**src/include/dcq_defs.vh**
```
`ifndef DCQ_DEFS_VH
`define DCQ_DEFS_VH

// Default geometry
`define DCQ_DATA_W        8
`define DCQ_ADDR_W        4

// Clear release: domain stays in clear for this many of its own clock edges
`define DCQ_CLR_STAGES    3

// Pointer crossing depth
`define DCQ_SYNC_STAGES   2

// Read modes
`define DCQ_MODE_NORMAL   1'b0
`define DCQ_MODE_LOOKAHD  1'b1

// Reset values
`define DCQ_FULL_RST      1'b0
`define DCQ_EMPTY_RST     1'b1
`define DCQ_DATA_RST      1'b0

`endif

```
**src/logic/dcq_clr_sync.v**
```verilog
`timescale 1ns/100ps
`default_nettype none
`include "dcq_defs.vh"

module dcq_clr_sync #(
  parameter ENABLE = 1,
  parameter STAGES = `DCQ_CLR_STAGES
) (
  input  wire        clock,
  input  wire        rst_b,
  input  wire        aclr,
  input  wire        tick,
  output wire        busy
);

  reg [STAGES-1:0] sh_q;

  // Set at once by the clear, drained by the domain's own edges after release
  always @(posedge clock or posedge aclr) begin
    if (aclr) begin
      sh_q <= {STAGES{1'b1}};
    end else if (!rst_b) begin
      sh_q <= {STAGES{1'b1}};
    end else if (tick) begin
      sh_q <= {sh_q[STAGES-2:0], 1'b0};
    end
  end

  // Without the option the domain leaves clear on the first edge after release
  assign busy = (ENABLE != 0) ? sh_q[STAGES-1] : 1'b0;

endmodule

`default_nettype wire

```
**src/logic/dcq_gray_sync.v**
```verilog
`timescale 1ns/100ps
`default_nettype none
`include "dcq_defs.vh"

module dcq_gray_sync #(
  parameter WIDTH = `DCQ_ADDR_W + 1
) (
  input  wire             clock,
  input  wire             rst_b,
  input  wire             aclr,
  input  wire             tick,
  input  wire [WIDTH-1:0] gray_in,
  output wire [WIDTH-1:0] gray_out
);

  reg [WIDTH-1:0] meta_q;
  reg [WIDTH-1:0] sync_q;

  // Only the second stage is looked at downstream
  always @(posedge clock or posedge aclr) begin
    if (aclr) begin
      meta_q <= {WIDTH{1'b0}};
      sync_q <= {WIDTH{1'b0}};
    end else if (!rst_b) begin
      meta_q <= {WIDTH{1'b0}};
      sync_q <= {WIDTH{1'b0}};
    end else if (tick) begin
      meta_q <= gray_in;
      sync_q <= meta_q;
    end
  end

  assign gray_out = sync_q;

endmodule

`default_nettype wire

```
**src/logic/dcq_fifo.v**
```verilog
// Behaviour
// - Clear drops write-side and read-side full flags.
// - Clear raises write-side and read-side empty flags.
// - Clear zeroes both fill-level counts.
// - Status effects of clear act at once, no clock edge needed.
// - Clear returns read and write pointers to zero.
// - With write sync, write full stays high three write edges after release.
// - With read sync, read empty stays high three read edges after release.
// - Even with sync, all flags change immediately when clear asserts.
// - Write-side sync parameter adds release synchroniser on write clock.
// - Read-side sync parameter adds release synchroniser on read clock.
// - Normal mode: clear keeps unregistered output, clears registered output.
// - Look-ahead mode: unregistered output undefined after clear, registered cleared.
// - Normal mode reads only in cycles with read request asserted.
// - Look-ahead mode shows oldest word whenever not empty, without request.
// - Look-ahead read request pops shown word and shows the next.
// - Output register option independent of read mode.
// - Pointers cross domains in gray code, one bit change per step.
//
`timescale 1ns/100ps
`default_nettype none
`include "dcq_defs.vh"

module dcq_fifo #(
  parameter DATA_W                      = `DCQ_DATA_W,
  parameter ADDR_W                      = `DCQ_ADDR_W,
  parameter LOOKAHEAD                   = 0,
  parameter OUT_REG                     = 1,
  parameter write_side_clear_sync_enable = 1,
  parameter read_side_clear_sync_enable  = 1
) (
  input  wire              clock,
  input  wire              rst_b,
  input  wire              aclr,
  input  wire              wr_clk,
  input  wire              wr_req,
  input  wire [DATA_W-1:0] wr_data,
  output wire              wr_full,
  output wire              wr_empty,
  output wire [ADDR_W:0]   wr_used,
  input  wire              rd_clk,
  input  wire              rd_req,
  output wire [DATA_W-1:0] rd_data,
  output wire              rd_full,
  output wire              rd_empty,
  output wire [ADDR_W:0]   rd_used
);

  localparam DEPTH = 1 << ADDR_W;
  localparam PW    = ADDR_W + 1;

  function [PW-1:0] bin2gray;
    input [PW-1:0] b;
    begin
      bin2gray = b ^ (b >> 1);
    end
  endfunction

  function [PW-1:0] gray2bin;
    input [PW-1:0] g;
    integer i;
    begin
      gray2bin[PW-1] = g[PW-1];
      for (i = PW - 2; i >= 0; i = i - 1) begin
        gray2bin[i] = gray2bin[i+1] ^ g[i];
      end
    end
  endfunction

  //////////////////////////////////////////////////////////////////////////////
  // Domain edges: both side clocks are sampled and their rising edges become ticks

  reg wclk_s_q;
  reg wclk_p_q;
  reg rclk_s_q;
  reg rclk_p_q;

  always @(posedge clock) begin
    if (!rst_b) begin
      wclk_s_q <= 1'b0;
      wclk_p_q <= 1'b0;
      rclk_s_q <= 1'b0;
      rclk_p_q <= 1'b0;
    end else begin
      wclk_s_q <= wr_clk;
      wclk_p_q <= wclk_s_q;
      rclk_s_q <= rd_clk;
      rclk_p_q <= rclk_s_q;
    end
  end

  wire wr_tick = wclk_s_q & ~wclk_p_q;
  wire rd_tick = rclk_s_q & ~rclk_p_q;

  //////////////////////////////////////////////////////////////////////////////
  // Clear release per domain

  wire wr_busy;
  wire rd_busy;

  dcq_clr_sync #(
    .ENABLE (write_side_clear_sync_enable),
    .STAGES (`DCQ_CLR_STAGES)
  ) u_wr_clr (
    .clock (clock),
    .rst_b (rst_b),
    .aclr  (aclr),
    .tick  (wr_tick),
    .busy  (wr_busy)
  );

  dcq_clr_sync #(
    .ENABLE (read_side_clear_sync_enable),
    .STAGES (`DCQ_CLR_STAGES)
  ) u_rd_clr (
    .clock (clock),
    .rst_b (rst_b),
    .aclr  (aclr),
    .tick  (rd_tick),
    .busy  (rd_busy)
  );

  //////////////////////////////////////////////////////////////////////////////
  // Storage and pointers

  reg [DATA_W-1:0] mem [0:DEPTH-1];
  reg [PW-1:0]     wbin_q;
  reg [PW-1:0]     wgray_q;
  reg [PW-1:0]     rbin_q;
  reg [PW-1:0]     rgray_q;
  reg              wr_full_q;
  reg              wr_empty_q;
  reg [PW-1:0]     wr_used_q;
  reg              rd_full_q;
  reg              rd_empty_q;
  reg [PW-1:0]     rd_used_q;

  // Flags are exact for own pointer and pessimistic for the far one
  wire wr_ok = wr_tick & wr_req & ~wr_full_q & ~wr_busy;
  wire rd_ok = rd_tick & rd_req & ~rd_empty_q & ~rd_busy;

  wire [PW-1:0] wbin_d = wbin_q + {{ADDR_W{1'b0}}, wr_ok};
  wire [PW-1:0] rbin_d = rbin_q + {{ADDR_W{1'b0}}, rd_ok};

  always @(posedge clock) begin
    if (wr_ok) begin
      mem[wbin_q[ADDR_W-1:0]] <= wr_data;
    end
  end

  always @(posedge clock or posedge aclr) begin
    if (aclr) begin
      wbin_q  <= {PW{1'b0}};
      wgray_q <= {PW{1'b0}};
      rbin_q  <= {PW{1'b0}};
      rgray_q <= {PW{1'b0}};
    end else if (!rst_b) begin
      wbin_q  <= {PW{1'b0}};
      wgray_q <= {PW{1'b0}};
      rbin_q  <= {PW{1'b0}};
      rgray_q <= {PW{1'b0}};
    end else begin
      wbin_q  <= wbin_d;
      wgray_q <= bin2gray(wbin_d);
      rbin_q  <= rbin_d;
      rgray_q <= bin2gray(rbin_d);
    end
  end

  //////////////////////////////////////////////////////////////////////////////
  // Pointer crossing

  wire [PW-1:0] rgray_at_w;
  wire [PW-1:0] wgray_at_r;

  dcq_gray_sync #(
    .WIDTH (PW)
  ) u_r2w (
    .clock    (clock),
    .rst_b    (rst_b),
    .aclr     (aclr),
    .tick     (wr_tick),
    .gray_in  (rgray_q),
    .gray_out (rgray_at_w)
  );

  dcq_gray_sync #(
    .WIDTH (PW)
  ) u_w2r (
    .clock    (clock),
    .rst_b    (rst_b),
    .aclr     (aclr),
    .tick     (rd_tick),
    .gray_in  (wgray_q),
    .gray_out (wgray_at_r)
  );

  wire [PW-1:0] wr_used_d = wbin_d - gray2bin(rgray_at_w);
  wire [PW-1:0] rd_used_d = gray2bin(wgray_at_r) - rbin_d;

  //////////////////////////////////////////////////////////////////////////////
  // Status: async-clear flops, so the clear acts without a clock edge

  always @(posedge clock or posedge aclr) begin
    if (aclr) begin
      wr_full_q  <= `DCQ_FULL_RST;
      rd_full_q  <= `DCQ_FULL_RST;
      wr_empty_q <= `DCQ_EMPTY_RST;
      rd_empty_q <= `DCQ_EMPTY_RST;
      wr_used_q  <= {PW{1'b0}};
      rd_used_q  <= {PW{1'b0}};
    end else if (!rst_b) begin
      wr_full_q  <= `DCQ_FULL_RST;
      rd_full_q  <= `DCQ_FULL_RST;
      wr_empty_q <= `DCQ_EMPTY_RST;
      rd_empty_q <= `DCQ_EMPTY_RST;
      wr_used_q  <= {PW{1'b0}};
      rd_used_q  <= {PW{1'b0}};
    end else begin
      wr_full_q  <= wr_used_d[ADDR_W] | wr_busy;
      wr_empty_q <= (wr_used_d == {PW{1'b0}});
      wr_used_q  <= wr_used_d;
      rd_full_q  <= rd_used_d[ADDR_W];
      rd_empty_q <= (rd_used_d == {PW{1'b0}}) | rd_busy;
      rd_used_q  <= rd_used_d;
    end
  end

  //////////////////////////////////////////////////////////////////////////////
  // Read data
  // Normal: word loaded only on an accepted read.
  // Look-ahead: word under the next read pointer is shown every cycle.

  reg  [DATA_W-1:0] q_raw_q;
  reg  [DATA_W-1:0] q_reg_q;
  wire              q_load = (LOOKAHEAD != 0) ? 1'b1 : rd_ok;
  wire [DATA_W-1:0] q_src  = (LOOKAHEAD != 0) ? mem[rbin_d[ADDR_W-1:0]]
                                              : mem[rbin_q[ADDR_W-1:0]];

  // Not touched by the clear: keeps its word in normal mode, and in
  // look-ahead it shows stale storage until a valid write arrives
  always @(posedge clock) begin
    if (!rst_b) begin
      q_raw_q <= {DATA_W{`DCQ_DATA_RST}};
    end else if (q_load) begin
      q_raw_q <= q_src;
    end
  end

  always @(posedge clock or posedge aclr) begin
    if (aclr) begin
      q_reg_q <= {DATA_W{`DCQ_DATA_RST}};
    end else if (!rst_b) begin
      q_reg_q <= {DATA_W{`DCQ_DATA_RST}};
    end else if (q_load) begin
      q_reg_q <= q_src;
    end
  end

  assign rd_data  = (OUT_REG != 0) ? q_reg_q : q_raw_q;
  assign wr_full  = wr_full_q;
  assign wr_empty = wr_empty_q;
  assign wr_used  = wr_used_q;
  assign rd_full  = rd_full_q;
  assign rd_empty = rd_empty_q;
  assign rd_used  = rd_used_q;

endmodule

`default_nettype wire

```
**config.mk**
```make
export PLATFORM = sky130hd
export DESIGN_NAME = dcq_fifo
export DESIGN_NICKNAME = d
export VERILOG_FILES = /design/src/logic/dcq_clr_sync.v /design/src/logic/dcq_gray_sync.v /design/src/logic/dcq_fifo.v
export VERILOG_INCLUDE_DIRS = /design/src /design/src/include
export SDC_FILE = /design/constraint.sdc
export NUM_CORES = 1
export LEC_CHECK = 0
export BUFFER_PORTS_ARGS = -buffer_cell sky130_fd_sc_hd__buf_4
export CORE_AREA = 5 5 135 137
export DETAILED_ROUTE_END_ITERATION = 10
export DIE_AREA = 0 0 140 142
export GPL_ROUTABILITY_DRIVEN = 0
export GPL_TIMING_DRIVEN = 1
export PLACE_DENSITY = 0.76
export SYNTH_ARGS = -nofsm -noshare
export SYNTH_HDL_FRONTEND = slang
export SYNTH_SLANG_ARGS = --single-unit
export TNS_END_PERCENT = 100
```
**constraint.sdc**
```tcl
create_clock -name clock -period 4.4 [get_ports clock]
set_input_delay 0 -clock clock [delete_from_list [all_inputs] [get_ports clock]]
set_output_delay 0 -clock clock [all_outputs]
set_load 0.03 [all_outputs]
```
==> results of run 1 <==
power by group through the flow:
stage	combinational, mW	clock, mW	sequential, mW
after global routing	0.0882	1.63	1.99
after detailed placement	0.0719	0	2.03
after global placement	0.0675	0	2.02
final	0.0784	1.51	1.99
after floorplan	0.0346	0	2.03
after CTS	0.0799	1.54	1.99
cell type report:
class,count,area (µm²)
flip-flops and latches,197,5562
repair buffers,55,440.4
clock buffers,17,425.4
fillers,1350,7664
inverters,7,26.28
clock inverters,15,157.7
well taps,225,281.5
multi-input cells,276,2380
Yosys cell counts, types with 2 or more instances:
cell type,number
sky130_fd_sc_hd__nor2b_1,11
sky130_fd_sc_hd__ha_1,12
sky130_fd_sc_hd__inv_1,7
sky130_fd_sc_hd__and2_1,26
sky130_fd_sc_hd__xor2_1,16
sky130_fd_sc_hd__clkbuf_1,16
sky130_fd_sc_hd__a21boi_0,20
sky130_fd_sc_hd__buf_1,5
sky130_fd_sc_hd__edfxtp_1,128
sky130_fd_sc_hd__dfstp_2,8
sky130_fd_sc_hd__dfrtp_1,57
sky130_fd_sc_hd__a21o_1,2
sky130_fd_sc_hd__nor2_1,14
sky130_fd_sc_hd__mux4_2,40
sky130_fd_sc_hd__nor3_1,4
sky130_fd_sc_hd__nand2_1,72
sky130_fd_sc_hd__a21oi_1,5
sky130_fd_sc_hd__dfxtp_1,4
sky130_fd_sc_hd__xnor2_1,16
sky130_fd_sc_hd__nand3b_1,2
sky130_fd_sc_hd__nand2b_1,4
sky130_fd_sc_hd__buf_2,3
sky130_fd_sc_hd__nand3_1,16
state kept, by name, indices dropped and copies added, names as in the netlist:
name / flops
wr_empty: 1
wgray_q: 4
u_r2w.meta_q: 5
rd_full: 1
wr_used: 5
rd_empty: 1
rgray_q: 4
rd_data: 8
u_rd_clr.sh_q: 3
u_w2r.gray_out: 5
rclk_p_q: 1
wclk_s_q: 1
wbin_q: 5
u_r2w.gray_out: 5
rbin_q: 5
u_wr_clr.sh_q: 3
rd_used: 4
rclk_s_q: 1
mem: 128
wr_full: 1
wclk_p_q: 1
u_w2r.meta_q: 5
critical path: stages (launching register included):
cell and delay [ns]:
sky130_fd_sc_hd__dfxtp_1 0.31, sky130_fd_sc_hd__nand2b_1 0.36, sky130_fd_sc_hd__nor4b_1 0.91, sky130_fd_sc_hd__ha_1 0.34
sky130_fd_sc_hd__ha_1 0.19, sky130_fd_sc_hd__xor2_1 0.35, sky130_fd_sc_hd__ha_1 0.34, sky130_fd_sc_hd__a21oi_1 0.17
sky130_fd_sc_hd__xnor2_1 0.08, sky130_fd_sc_hd__or4b_2 0.62, sky130_fd_sc_hd__o21ai_0 0.19
what timing repair did:
item | in CTS | in global routing
hold buffers | 11 | 0
gates resized for setup | 0 | 0
endpoints found under the setup margin | 0 | 0
hold endpoints to repair | 187 | 0
through the flow:
step                      area [µm²]  hold WS, ns  total power, mW
after floorplan                 8068      0.09887            2.061
after global placement          8579       0.2125            2.092
after detailed placement        8579       0.2174            2.097
after CTS                       9273      0.02367            3.610
after global routing            9273      0.07653            3.700
final                           9273      0.04877            3.575
cell families (layout without fill, tap and decap cells):
logic type                 Yosys count  in the layout  share of synthesized area
DFF                                197            197                     0.6892
AOI/OAI and AO/OA                   35             35                    0.03226
muxes                               40             40                     0.1117
buffers and inverters               32             94                    0.01582
and+or+nand+nor                    155            155                    0.09321
xor gates and xnor gates            33             33                    0.03676
adders and majority gates           13             13                    0.02109
layout by cell type (no fill, tap or decap), types with 12 or more instances in the layout:
cell type,n
sky130_fd_sc_hd__edfxtp_1,128
sky130_fd_sc_hd__and2_1,26
sky130_fd_sc_hd__xnor2_1,16
sky130_fd_sc_hd__buf_4,44
sky130_fd_sc_hd__clkbuf_16,17
sky130_fd_sc_hd__mux4_2,40
sky130_fd_sc_hd__nand3_1,16
sky130_fd_sc_hd__dfrtp_1,56
sky130_fd_sc_hd__xor2_1,16
sky130_fd_sc_hd__nand2_1,72
sky130_fd_sc_hd__nor2_1,14
sky130_fd_sc_hd__ha_1,12
sky130_fd_sc_hd__a21boi_0,20
worst paths after layout:
kind	startpoint	to	slack, ns	depth (start not counted)
max	wclk_p_q	wr_empty	0.45	10
min	rst_b	rd_empty	0.05	2
max reg2reg	wclk_p_q	wr_empty	0.45	10
min reg2reg	u_wr_clr.sh_q[0]	u_wr_clr.sh_q[0]	0.48	2
max in group asynchronous	aclr	rbin_q[0]	3.44	4
min in group asynchronous	aclr	wr_used[2]	0.37	4
per-layer routing:
metal | vias to the layer above | track usage | share of wire
li1 | 1949 | - | -
met1 | 2160 | 0.2062 | 0.43
met4 | 0 | 0.04284 | 0.0097
met2 | 117 | 0.2537 | 0.51
met5 | - | 0 | 0
met3 | 12 | 0.04099 | 0.058
==> impl_metrics.py, run 1 <==
metrics = {
    "power": {
        "vdd_drop_max_v": 0.0003481,
        "power.switching_fraction": 0.2129,
        "comb_power_share": 0.022,
        "internal_power_mw": 2.814,
        "power_density_mw_per_mm2": 385.5,
        "seqPwrFrac": 0.555,
        "static_leakage_power_nw": 3.423,
        "power_switching_uw": 761.2,
        "p_clk_frac": 0.423,
    },
    "worst_setup_path": {
        "critPathRequiredTime_ns": 4.74,
        "cp.arrival_ns": 4.30,
        "critical_path_peak_fanout": 14,
        "cp-end-kind": "flop",
        "critPathKind": "flop to flop",
        "start_kind": "flop",
    },
    "placed_design": {
        "place_hpwl_um": 9579,
        "buffer_ports.inserted": 36,
        "post-place-ws_ns": 0.4191,
        "count_of_placed_standard_cells_including_taps": 749,
    },
    "layout": {
        "share_of_post_route_cells_with_drive_strength_above_1": 0.2275,
        "flow.area_growth_from_synthesis_pct": 14.93,
        "utilization": 0.5475,
        "num_antenna_cells": 0,
        "finish.cell_count_without_fillers": 792,
        "fin_nets": 582,
    },
    "timing": {
        "worst_case_setup_margin_in_the_final_layout_ns": 0.4463,
        "worst_slew_pin_slew_ns": 0.9826,
        "timing.final.crit_share": 0.8986,
        "hold_viol": 0,
        "setup_violations": 0,
        "min_period_ns": 3.954,
        "rsz_0062_raised_after_global_routing": "no",
        "timing.max_slew.rel_slack": 0.3357,
        "fin_worst_skew_ns": 0.01054,
        "fmaxAchievable_mhz": 252.9,
        "sum_neg_setup_slack_ns": 0,
        "timing.final.max_slew_violations": 0,
    },
    "floorplanning": {
        "row_count": 48,
        "placeable_core_area_mm2": 0.01694,
        "floorplan.initialDensity": 0.4764,
        "dieWidth_um": 140,
        "design.die.area_mm2": 0.01988,
        "top_level_ports": 37,
        "chipHeight_um": 142,
    },
    "grt": {
        "antenna_violations_before_repair": 0,
        "first_global_vias": 4359,
        "grt_overall_usage": 0.1542,
        "grt_first_pass_wirelength_um": 23550,
        "grt_max_degree": 71,
        "global_route.overflow_total": 0,
    },
    "detailed_routing": {
        "drt_iter0_drc": 280,
        "final_antenna_net_count": 0,
        "drtPass1Iterations": 5,
        "post_drt_wl_per_cell_um": 18.31,
        "drt-total-wl_um": 14500,
        "route.detailed.drc": 0,
        "vias_per_cell": 5.351,
        "dr_total_vias": 4238,
    },
    "synthesis": {
        "synth_fp_nets": 533,
        "synth_cells": 505,
        "netlist.area_leader.share": 0.4764,
        "yosysWarnings": 0,
        "synth_enable_flop_cells": 128,
        "post_synth_instance_area_mm2": 0.008068,
        "seq_area_frac_synth": 0.6892,
        "asyncSetResetFlopFracSynth": 0.3299,
        "post_synth_main_area_contributors": "sky130_fd_sc_hd__edfxtp_1, sky130_fd_sc_hd__dfrtp_1, sky130_fd_sc_hd__mux4_2, sky130_fd_sc_hd__nand2_1, sky130_fd_sc_hd__dfstp_2",
        "synth-seq-cells": 197,
        "postSynthAreaPerCell_um2": 15.98,
        "synthDistinctLibCells": 40,
        "dominantRegCellSynth": "sky130_fd_sc_hd__edfxtp_1",
        "yosysTopAreaCell": "sky130_fd_sc_hd__edfxtp_1",
    },
    "cts": {
        "clkSinkCount": 197,
        "path_clk_slew_ns": 0.07,
        "clockBufferDepth": 2,
        "cts_root_cell": "sky130_fd_sc_hd__clkbuf_16",
        "cts_htree_levels": 4,
        "cts_post_setup_buffers_inserted": 0,
        "clk_latency_ns": 0.43,
        "tritoncts_clock_tree": "yes",
        "cts_made_buffers": 17,
    },
    "status": {
        "run_status": "completed",
    },
    "worst_hold_path": {
        "worstHoldPathType": "input pin to flop",
    },
    "job": {
        "maxcap_violations": 0,
    },
}
No activity file was read; power rests on OpenSTA's default activity.
==> run 2: changes to the inputs <==
--- a/config.mk
+++ b/config.mk
@@ -8,6 +8,7 @@
 export LEC_CHECK = 0
 export BUFFER_PORTS_ARGS = -buffer_cell sky130_fd_sc_hd__buf_4
 export CORE_AREA = 5 5 135 137
+export CTS_BUF_LIST = sky130_fd_sc_hd__clkbuf_8
 export DETAILED_ROUTE_END_ITERATION = 10
 export DIE_AREA = 0 0 140 142
 export GPL_ROUTABILITY_DRIVEN = 0
@@ -15,5 +16,6 @@
 export PLACE_DENSITY = 0.76
 export SYNTH_ARGS = -nofsm -noshare
 export SYNTH_HDL_FRONTEND = slang
+export SYNTH_HIERARCHICAL = 1
 export SYNTH_SLANG_ARGS = --single-unit
 export TNS_END_PERCENT = 100
==> run 2 against run 1 <==
Effect of this change:
- critical path depth increased by 2
- final area is 1.6% lower
- clock power down 24%
- register-to-register slack better by 0.80 ns
- highest routed layer unchanged
==> impl_metrics.py, run 2 <==
metrics = {
    "status": {
        "run_status": "completed",
    },
    "synthesis": {
        "synth.most_common_cell": "sky130_fd_sc_hd__edfxtp_1",
        "postSynthAreaPerCell_um2": 16.89,
        "yosysWarnings": 6,
        "asyncSetResetFlopFracSynth": 0.3299,
        "synth_enable_flop_cells": 128,
        "synthDistinctLibCells": 41,
        "yosys.area_share.simple": 0.07932,
        "synth_mux_area_frac": 0.1414,
        "netlist.area_leader.share": 0.4723,
        "post_synth_xor_area_fraction": 0.03935,
        "dominantRegCellSynth": "sky130_fd_sc_hd__edfxtp_1",
        "yosys-top-cells-count": "sky130_fd_sc_hd__edfxtp_1, sky130_fd_sc_hd__dfrtp_1, sky130_fd_sc_hd__mux4_2",
        "post_synth_main_area_contributors": "sky130_fd_sc_hd__edfxtp_1, sky130_fd_sc_hd__dfrtp_1, sky130_fd_sc_hd__mux4_2, sky130_fd_sc_hd__mux2i_1, sky130_fd_sc_hd__dfstp_2",
        "synthAdderAreaFrac": 0.02214,
        "seq_area_frac_synth": 0.6832,
        "synth-seq-cells": 197,
        "synth_cells": 482,
        "synth_fp_nets": 510,
        "dominant_combinational_cell_family_by_area_after_synthesis": "multiplexers",
        "post_synth_instance_area_mm2": 0.008139,
        "synth_compound_gate_area_share": 0.01307,
        "yosysTopAreaCell": "sky130_fd_sc_hd__edfxtp_1",
    },
    "timing": {
        "hold_viol": 0,
        "timing.max_slew.rel_slack": 0.1569,
        "fin_hold_ws_ns": 0.09612,
        "timing.final.max_slew_violations": 0,
        "timing.final.crit_share": 0.7165,
        "sum_neg_setup_slack_ns": 0,
        "fmaxAchievable_mhz": 317.2,
        "fin_worst_skew_ns": 0.01519,
        "worst_slew_pin_slew_ns": 1.255,
        "min_period_ns": 3.153,
        "setup_violations": 0,
        "rsz_0062_raised_after_global_routing": "no",
    },
    "cts": {
        "cts_htree_levels": 4,
        "cts_root_cell": "sky130_fd_sc_hd__clkbuf_8",
        "cts_made_buffers": 17,
        "cts_post_setup_buffers_inserted": 0,
        "path_clk_slew_ns": 0.10,
        "tritoncts_clock_tree": "yes",
        "clkSinkCount": 197,
        "cts.repair.resized": 0,
        "holdBufCountCts": 12,
        "clockBufferDepth": 2,
        "clk_latency_ns": 0.47,
    },
    "power": {
        "static_leakage_power_nw": 3.393,
        "vdd_drop_max_v": 0.0002907,
        "power_density_mw_per_mm2": 351.3,
        "total_power_mw": 3.205,
    },
    "detailed_routing": {
        "final_antenna_net_count": 0,
        "drt-total-wl_um": 14180,
        "vias_per_cell": 5.148,
        "drt_iter0_drc": 264,
        "route.detailed.drc": 0,
        "dr_total_vias": 3964,
        "post_drt_wl_per_cell_um": 18.41,
        "drtPass1Iterations": 5,
    },
    "job": {
        "maxcap_violations": 0,
    },
    "layout": {
        "flow.area_growth_from_synthesis_pct": 12.10,
        "fin_nets": 560,
        "layout_commonest_cell": "sky130_fd_sc_hd__edfxtp_1",
        "final_standard_cell_area_without_fillers_mm2": 0.009124,
        "most_frequent_cells_in_the_layout": "sky130_fd_sc_hd__edfxtp_1, sky130_fd_sc_hd__dfrtp_1, sky130_fd_sc_hd__buf_4, sky130_fd_sc_hd__mux4_2, sky130_fd_sc_hd__nor2b_1",
        "num-fill-cells": 1323,
        "largest_reg_flops": 128,
        "finish.cell_count_without_fillers": 770,
        "num_antenna_cells": 0,
        "share_of_post_route_cells_with_drive_strength_above_1": 0.2349,
    },
    "floorplanning": {
        "floorplan.initialDensity": 0.4806,
        "design.die.area_mm2": 0.01988,
        "row_count": 48,
        "chipHeight_um": 142,
        "dieWidth_um": 140,
        "placeable_core_area_mm2": 0.01694,
        "top_level_ports": 37,
    },
    "worst_setup_path": {
        "dominant_delay_contributor_by_cell_family_on_the_critical_path": "adder cells",
        "cp_num_buf_inv": 2,
        "critPathRequiredTime_ns": 4.78,
        "timing.critical_path.slowest_cell_delay_ns": 0.45,
        "cp.arrival_ns": 3.53,
        "critical_path.most_common_cell": "sky130_fd_sc_hd__ha_1",
        "critical_path.cell_chain": "nor2b_1 -> buf_4 -> and3_1 -> ha_1 -> nand2_1 -> xor2_1 -> ha_1 -> inv_1 -> o311ai_1 -> a21oi_1 -> xnor2_1 -> o311ai_2",
        "critical_path_peak_fanout": 14,
        "critPathKind": "flop to flop",
        "critPathSlowestCell": "sky130_fd_sc_hd__and3_1",
        "start_kind": "flop",
        "cp-end-kind": "flop",
    },
    "placed_design": {
        "count_of_placed_standard_cells_including_taps": 726,
        "buffer_ports.inserted": 36,
        "place_hpwl_um": 9744,
        "placedInstanceArea_mm2": 0.008612,
    },
    "grt": {
        "global_route.overflow_total": 0,
        "first_global_vias": 4307,
        "antenna_violations_before_repair": 0,
        "grt_max_degree": 71,
        "grt_first_pass_wirelength_um": 22620,
        "grt_overall_usage": 0.1510,
    },
    "worst_hold_path": {
        "worstHoldPathType": "input pin to asynchronous set/reset pin",
    },
}
==> run 2: stage by stage <==
step,worst slack [ns],utilization
finish,1.247,0.5387
global route,0.9430,0.5387
CTS,1.223,0.5387
detailed placement,1.268,0.5085
global placement,1.359,0.5085
floorplan,1.539,-
==> run 2: cell families after synthesis <==
logic type      count (synthesis)
flops                         197
fa+ha+maj                      14
simple gates                  120
compound gates                 15
buf+inv                        37
mux                            65
xor+xnor                       34
==> run 2: area by class of cell <==
| type | instances | area (µm²) | area share |
|---|---|---|---|
| clock buffers | 17 | 234.0 | 0.02564 |
| clock inverters | 15 | 157.7 | 0.01728 |
| inverters | 15 | 57.56 | 0.006308 |
| multi-input cells | 248 | 2404 | 0.2634 |
| flip-flops and latches | 197 | 5562 | 0.6096 |
| well taps | 225 | 281.5 | 0.03086 |
| repair buffers | 53 | 427.9 | 0.04690 |
==> run 2: worst min-delay path, stage by stage <==
cell and delay, ns:
sky130_fd_sc_hd__dlygate4sd3_1 0.54, sky130_fd_sc_hd__buf_4 0.16, sky130_fd_sc_hd__inv_1 0.29
==> run 2: worst paths after layout <==
| path | from | to | slack [ns] | depth (start not counted) |
|---|---|---|---|---|
| worst max-delay path | rclk_s_q | rd_empty | 1.25 | 12 |
| worst min-delay path | aclr | u_r2w/meta_q[4] | 0.1 | 3 |
| worst max register to register | rclk_s_q | rd_empty | 1.25 | 12 |
| worst min register to register | wclk_s_q | wclk_p_q | 0.45 | 1 |
| max in group asynchronous | aclr | rbin_q[0] | 3.77 | 4 |
| min in group clock | rd_req | rd_data[0] | 0.14 | 4 |
==> run 2: per-layer routing <==
| metal | vias up | routed length, µm | global-route usage |
|---|---|---|---|
| met5 | - | 0 | 0 |
| met3 | 9 | 713 | 0.03797 |
| met1 | 1997 | 5872 | 0.1884 |
| met4 | 0 | 121 | 0.04997 |
| met2 | 86 | 7469 | 0.2608 |
| li1 | 1872 | - | - |
==> run 2: where the power goes <==
part / switching, mW / internal [mW] / leakage, nW
registers: 0.00178 / 1.98 / 2.06
logic: 0.0480 / 0.0286 / 1.13
clock network: 0.676 / 0.473 / 0.200
total: 0.726 / 2.48 / 3.39
==> run 3: changes to the inputs <==
--- a/config.mk
+++ b/config.mk
@@ -13,7 +13,7 @@
 export DIE_AREA = 0 0 140 142
 export GPL_ROUTABILITY_DRIVEN = 0
 export GPL_TIMING_DRIVEN = 1
-export PLACE_DENSITY = 0.76
+export PLACE_DENSITY = 0.79
 export SYNTH_ARGS = -nofsm -noshare
 export SYNTH_HDL_FRONTEND = slang
 export SYNTH_HIERARCHICAL = 1
==> constraint.sdc (replaced) <==
create_clock -name clock -period 2.8 [get_ports clock]
set_input_delay 0 -clock clock [delete_from_list [all_inputs] [get_ports clock]]
set_output_delay 0 -clock clock [all_outputs]
set_load 0.03 [all_outputs]
==> run 3 against run 2 <==
Effect of this change:
- critical path depth unchanged
- hold slack better by 0.012 ns
- cell count up 3.9%
- register-to-register slack worse by 1.2 ns
- global-route usage up 0.51 points
- utilization up 1.8 points
- clock-buffer cell count unchanged
- flip-flop and latch count unchanged
- wire length up 5.0%
- sequential share of layout area down 1.9 points
- largest power group unchanged
==> impl_metrics.py, run 3 (same netlist as run 2, synthesis figures left out) <==
metrics = {
    "power": {
        "static_leakage_power_nw": 3.533,
        "p_clk_frac": 0.344,
        "comb_power_share": 0.025,
        "power_switching_mw": 1.124,
        "vdd_drop_max_v": 0.0004303,
        "power.switching_fraction": 0.2278,
        "seqPwrFrac": 0.630,
        "power_density_mw_per_mm2": 523.7,
        "internal_power_mw": 3.811,
    },
    "layout": {
        "layout_commonest_cell": "sky130_fd_sc_hd__edfxtp_1",
        "utilization": 0.5564,
        "final_standard_cell_area_without_fillers_mm2": 0.009424,
        "num-fill-cells": 1286,
        "most_frequent_cells_in_the_layout": "sky130_fd_sc_hd__edfxtp_1, sky130_fd_sc_hd__buf_4, sky130_fd_sc_hd__dfrtp_1, sky130_fd_sc_hd__mux4_2, sky130_fd_sc_hd__nor2b_1",
        "flow.area_growth_from_synthesis_pct": 15.79,
        "fin_nets": 590,
        "num_antenna_cells": 0,
        "largest_reg_flops": 128,
        "share_of_post_route_cells_with_drive_strength_above_1": 0.2922,
    },
    "cts": {
        "cts_root_cell": "sky130_fd_sc_hd__clkbuf_8",
        "cts_htree_levels": 4,
        "path_clk_slew_ns": 0.10,
        "clockBufferDepth": 2,
        "clk_latency_ns": 0.46,
        "tritoncts_clock_tree": "yes",
        "cts_made_buffers": 17,
        "clkSinkCount": 197,
    },
    "worst_setup_path": {
        "critPathKind": "flop to flop",
        "worstSetupStartpoint": "u_r2w/gray_out[4]",
        "critPathRequiredTime_ns": 3.16,
        "cp.arrival_ns": 3.10,
        "critical_path_peak_fanout": 3,
        "start_kind": "flop",
        "timing.critical_path.slowest_cell_delay_ns": 0.42,
        "critPathSlowestCell": "sky130_fd_sc_hd__dfrtp_1",
        "critical_path.cell_chain": "xnor2_2 -> xor2_2 -> xor2_2 -> xnor2_1 -> ha_2 -> inv_2 -> fa_2 -> a21o_1 -> a21oi_2 -> xor2_1 -> xnor2_1 -> o21a_1",
        "cp-end-kind": "flop",
        "worst_r2r_startpoint": "u_r2w/gray_out[4]",
    },
    "timing": {
        "hold_viol": 0,
        "setup_violations": 0,
        "rsz_0062_raised_after_global_routing": "yes",
        "fmaxAchievable_mhz": 364.4,
        "fin_hold_ws_ns": 0.1080,
        "worst_case_setup_margin_in_the_final_layout_ns": 0.05553,
        "timing.final.max_slew_violations": 0,
        "worst_slew_pin_slew_ns": 0.8993,
        "fin_worst_skew_ns": 0.01394,
        "timing.final.crit_share": 0.9802,
        "min_period_ns": 2.744,
        "timing.max_slew.rel_slack": 0.3998,
    },
    "detailed_routing": {
        "dr_total_vias": 4216,
        "drtPass1Iterations": 4,
        "final_antenna_net_count": 0,
        "drt-total-wl_um": 14890,
        "drt_iter0_drc": 277,
        "route.detailed.drc": 0,
        "vias_per_cell": 5.270,
        "post_drt_wl_per_cell_um": 18.61,
    },
    "floorplanning": {
        "design.die.area_mm2": 0.01988,
        "chipHeight_um": 142,
        "placeable_core_area_mm2": 0.01694,
        "dieWidth_um": 140,
        "top_level_ports": 37,
        "floorplan.initialDensity": 0.4806,
        "row_count": 48,
    },
    "grt": {
        "first_global_vias": 4463,
        "grt_max_degree": 41,
        "antenna_violations_before_repair": 0,
        "grt_first_pass_wirelength_um": 23870,
        "global_route.overflow_total": 0,
        "grt_overall_usage": 0.1561,
    },
    "placed_design": {
        "post-place-ws_ns": -0.06861,
        "placedInstanceArea_mm2": 0.008795,
        "place_hpwl_um": 10210,
        "buffer_ports.inserted": 36,
    },
    "worst_hold_path": {
        "worstHoldPathType": "input pin to asynchronous set/reset pin",
    },
    "status": {
        "run_status": "completed",
    },
    "job": {
        "maxcap_violations": 0,
    },
}
-- run 3: cell types whose count changed in the layout (fill, tap and decap cells not counted), sizes merged --
cell         delta
buf            +28
bufinv          -1
clkinv          +1
clkinvlp        +1
dlygate4sd3     +2
inv             -1
-- run 3: routing by layer --
| metal | track usage | vias up | share of wire |
|---|---|---|---|
| li1 | - | 1929 | - |
| met1 | 0.1985 | 2138 | 0.41 |
| met2 | 0.2651 | 127 | 0.51 |
| met3 | 0.04603 | 22 | 0.066 |
| met4 | 0.04233 | 0 | 0.015 |
| met5 | 0 | - | 0 |
-- run 3: area by class of cell --
type / instances / area (µm²) / area share
clock inverters: 15 / 141.4 / 0.01500
flip-flops and latches: 197 / 5562 / 0.5901
multi-input cells: 248 / 2477 / 0.2629
well taps: 225 / 281.5 / 0.02987
repair buffers: 83 / 670.6 / 0.07116
clock buffers: 17 / 234.0 / 0.02483
inverters: 15 / 57.56 / 0.006107
-- run 3: path summary, 6_finish.rpt --
| check | endpoint | slack [ns] | cells past startpoint |
|---|---|---|---|
| hold / removal | u_r2w/meta_q[4] | 0.11 | 3 |
| setup / recovery | wr_full | 0.06 | 12 |
| hold reg to reg | wclk_p_q | 0.48 | 1 |
| setup reg to reg | wr_full | 0.06 | 12 |
| min in group clock | wbin_q[0] | 0.16 | 4 |
| max in group asynchronous | rbin_q[0] | 1.81 | 4 |
-- run 3: timing repair --
action	CTS	global route
gates cloned	0	0
setup buffers	1	5
pin swaps	2	9
endpoints found under the hold margin	205	0
resized for setup	3	8
setup endpoints to repair	3	4
hold buffers	14	0
-- run 3: power groups by stage --
stage          clock, mW  combinational (mW)  sequential (mW)
3_5_place_dp           0               0.112             3.17
3_3_place_gp           0               0.106             3.17
2_1_floorplan          0              0.0508             3.18
5_1_grt             1.87               0.140             3.11
4_1_cts             1.75               0.128             3.11
6_report            1.70               0.126             3.11
-- run 3: worst max-delay path, delay by kind of cell, from the launching register on --
family	cells	cell delay (ns)
adder cells (fa/ha/maj)	2	0.53
buffers and inverters	1	0.04
flip-flops	1	0.42
AO/OA/AOI/OAI	3	0.51
XOR/XNOR	6	1.15
-- run 3: stage by stage --
step | total power, mW | instances | setup TNS (ns)
after global routing | 5.121 | 800 | -0.2760
after global placement | 3.279 | 748 | 0
final | 4.935 | 800 | 0
after detailed placement | 3.286 | 748 | -0.1910
after floorplan | 3.226 | 482 | 0
after CTS | 4.985 | 795 | 0
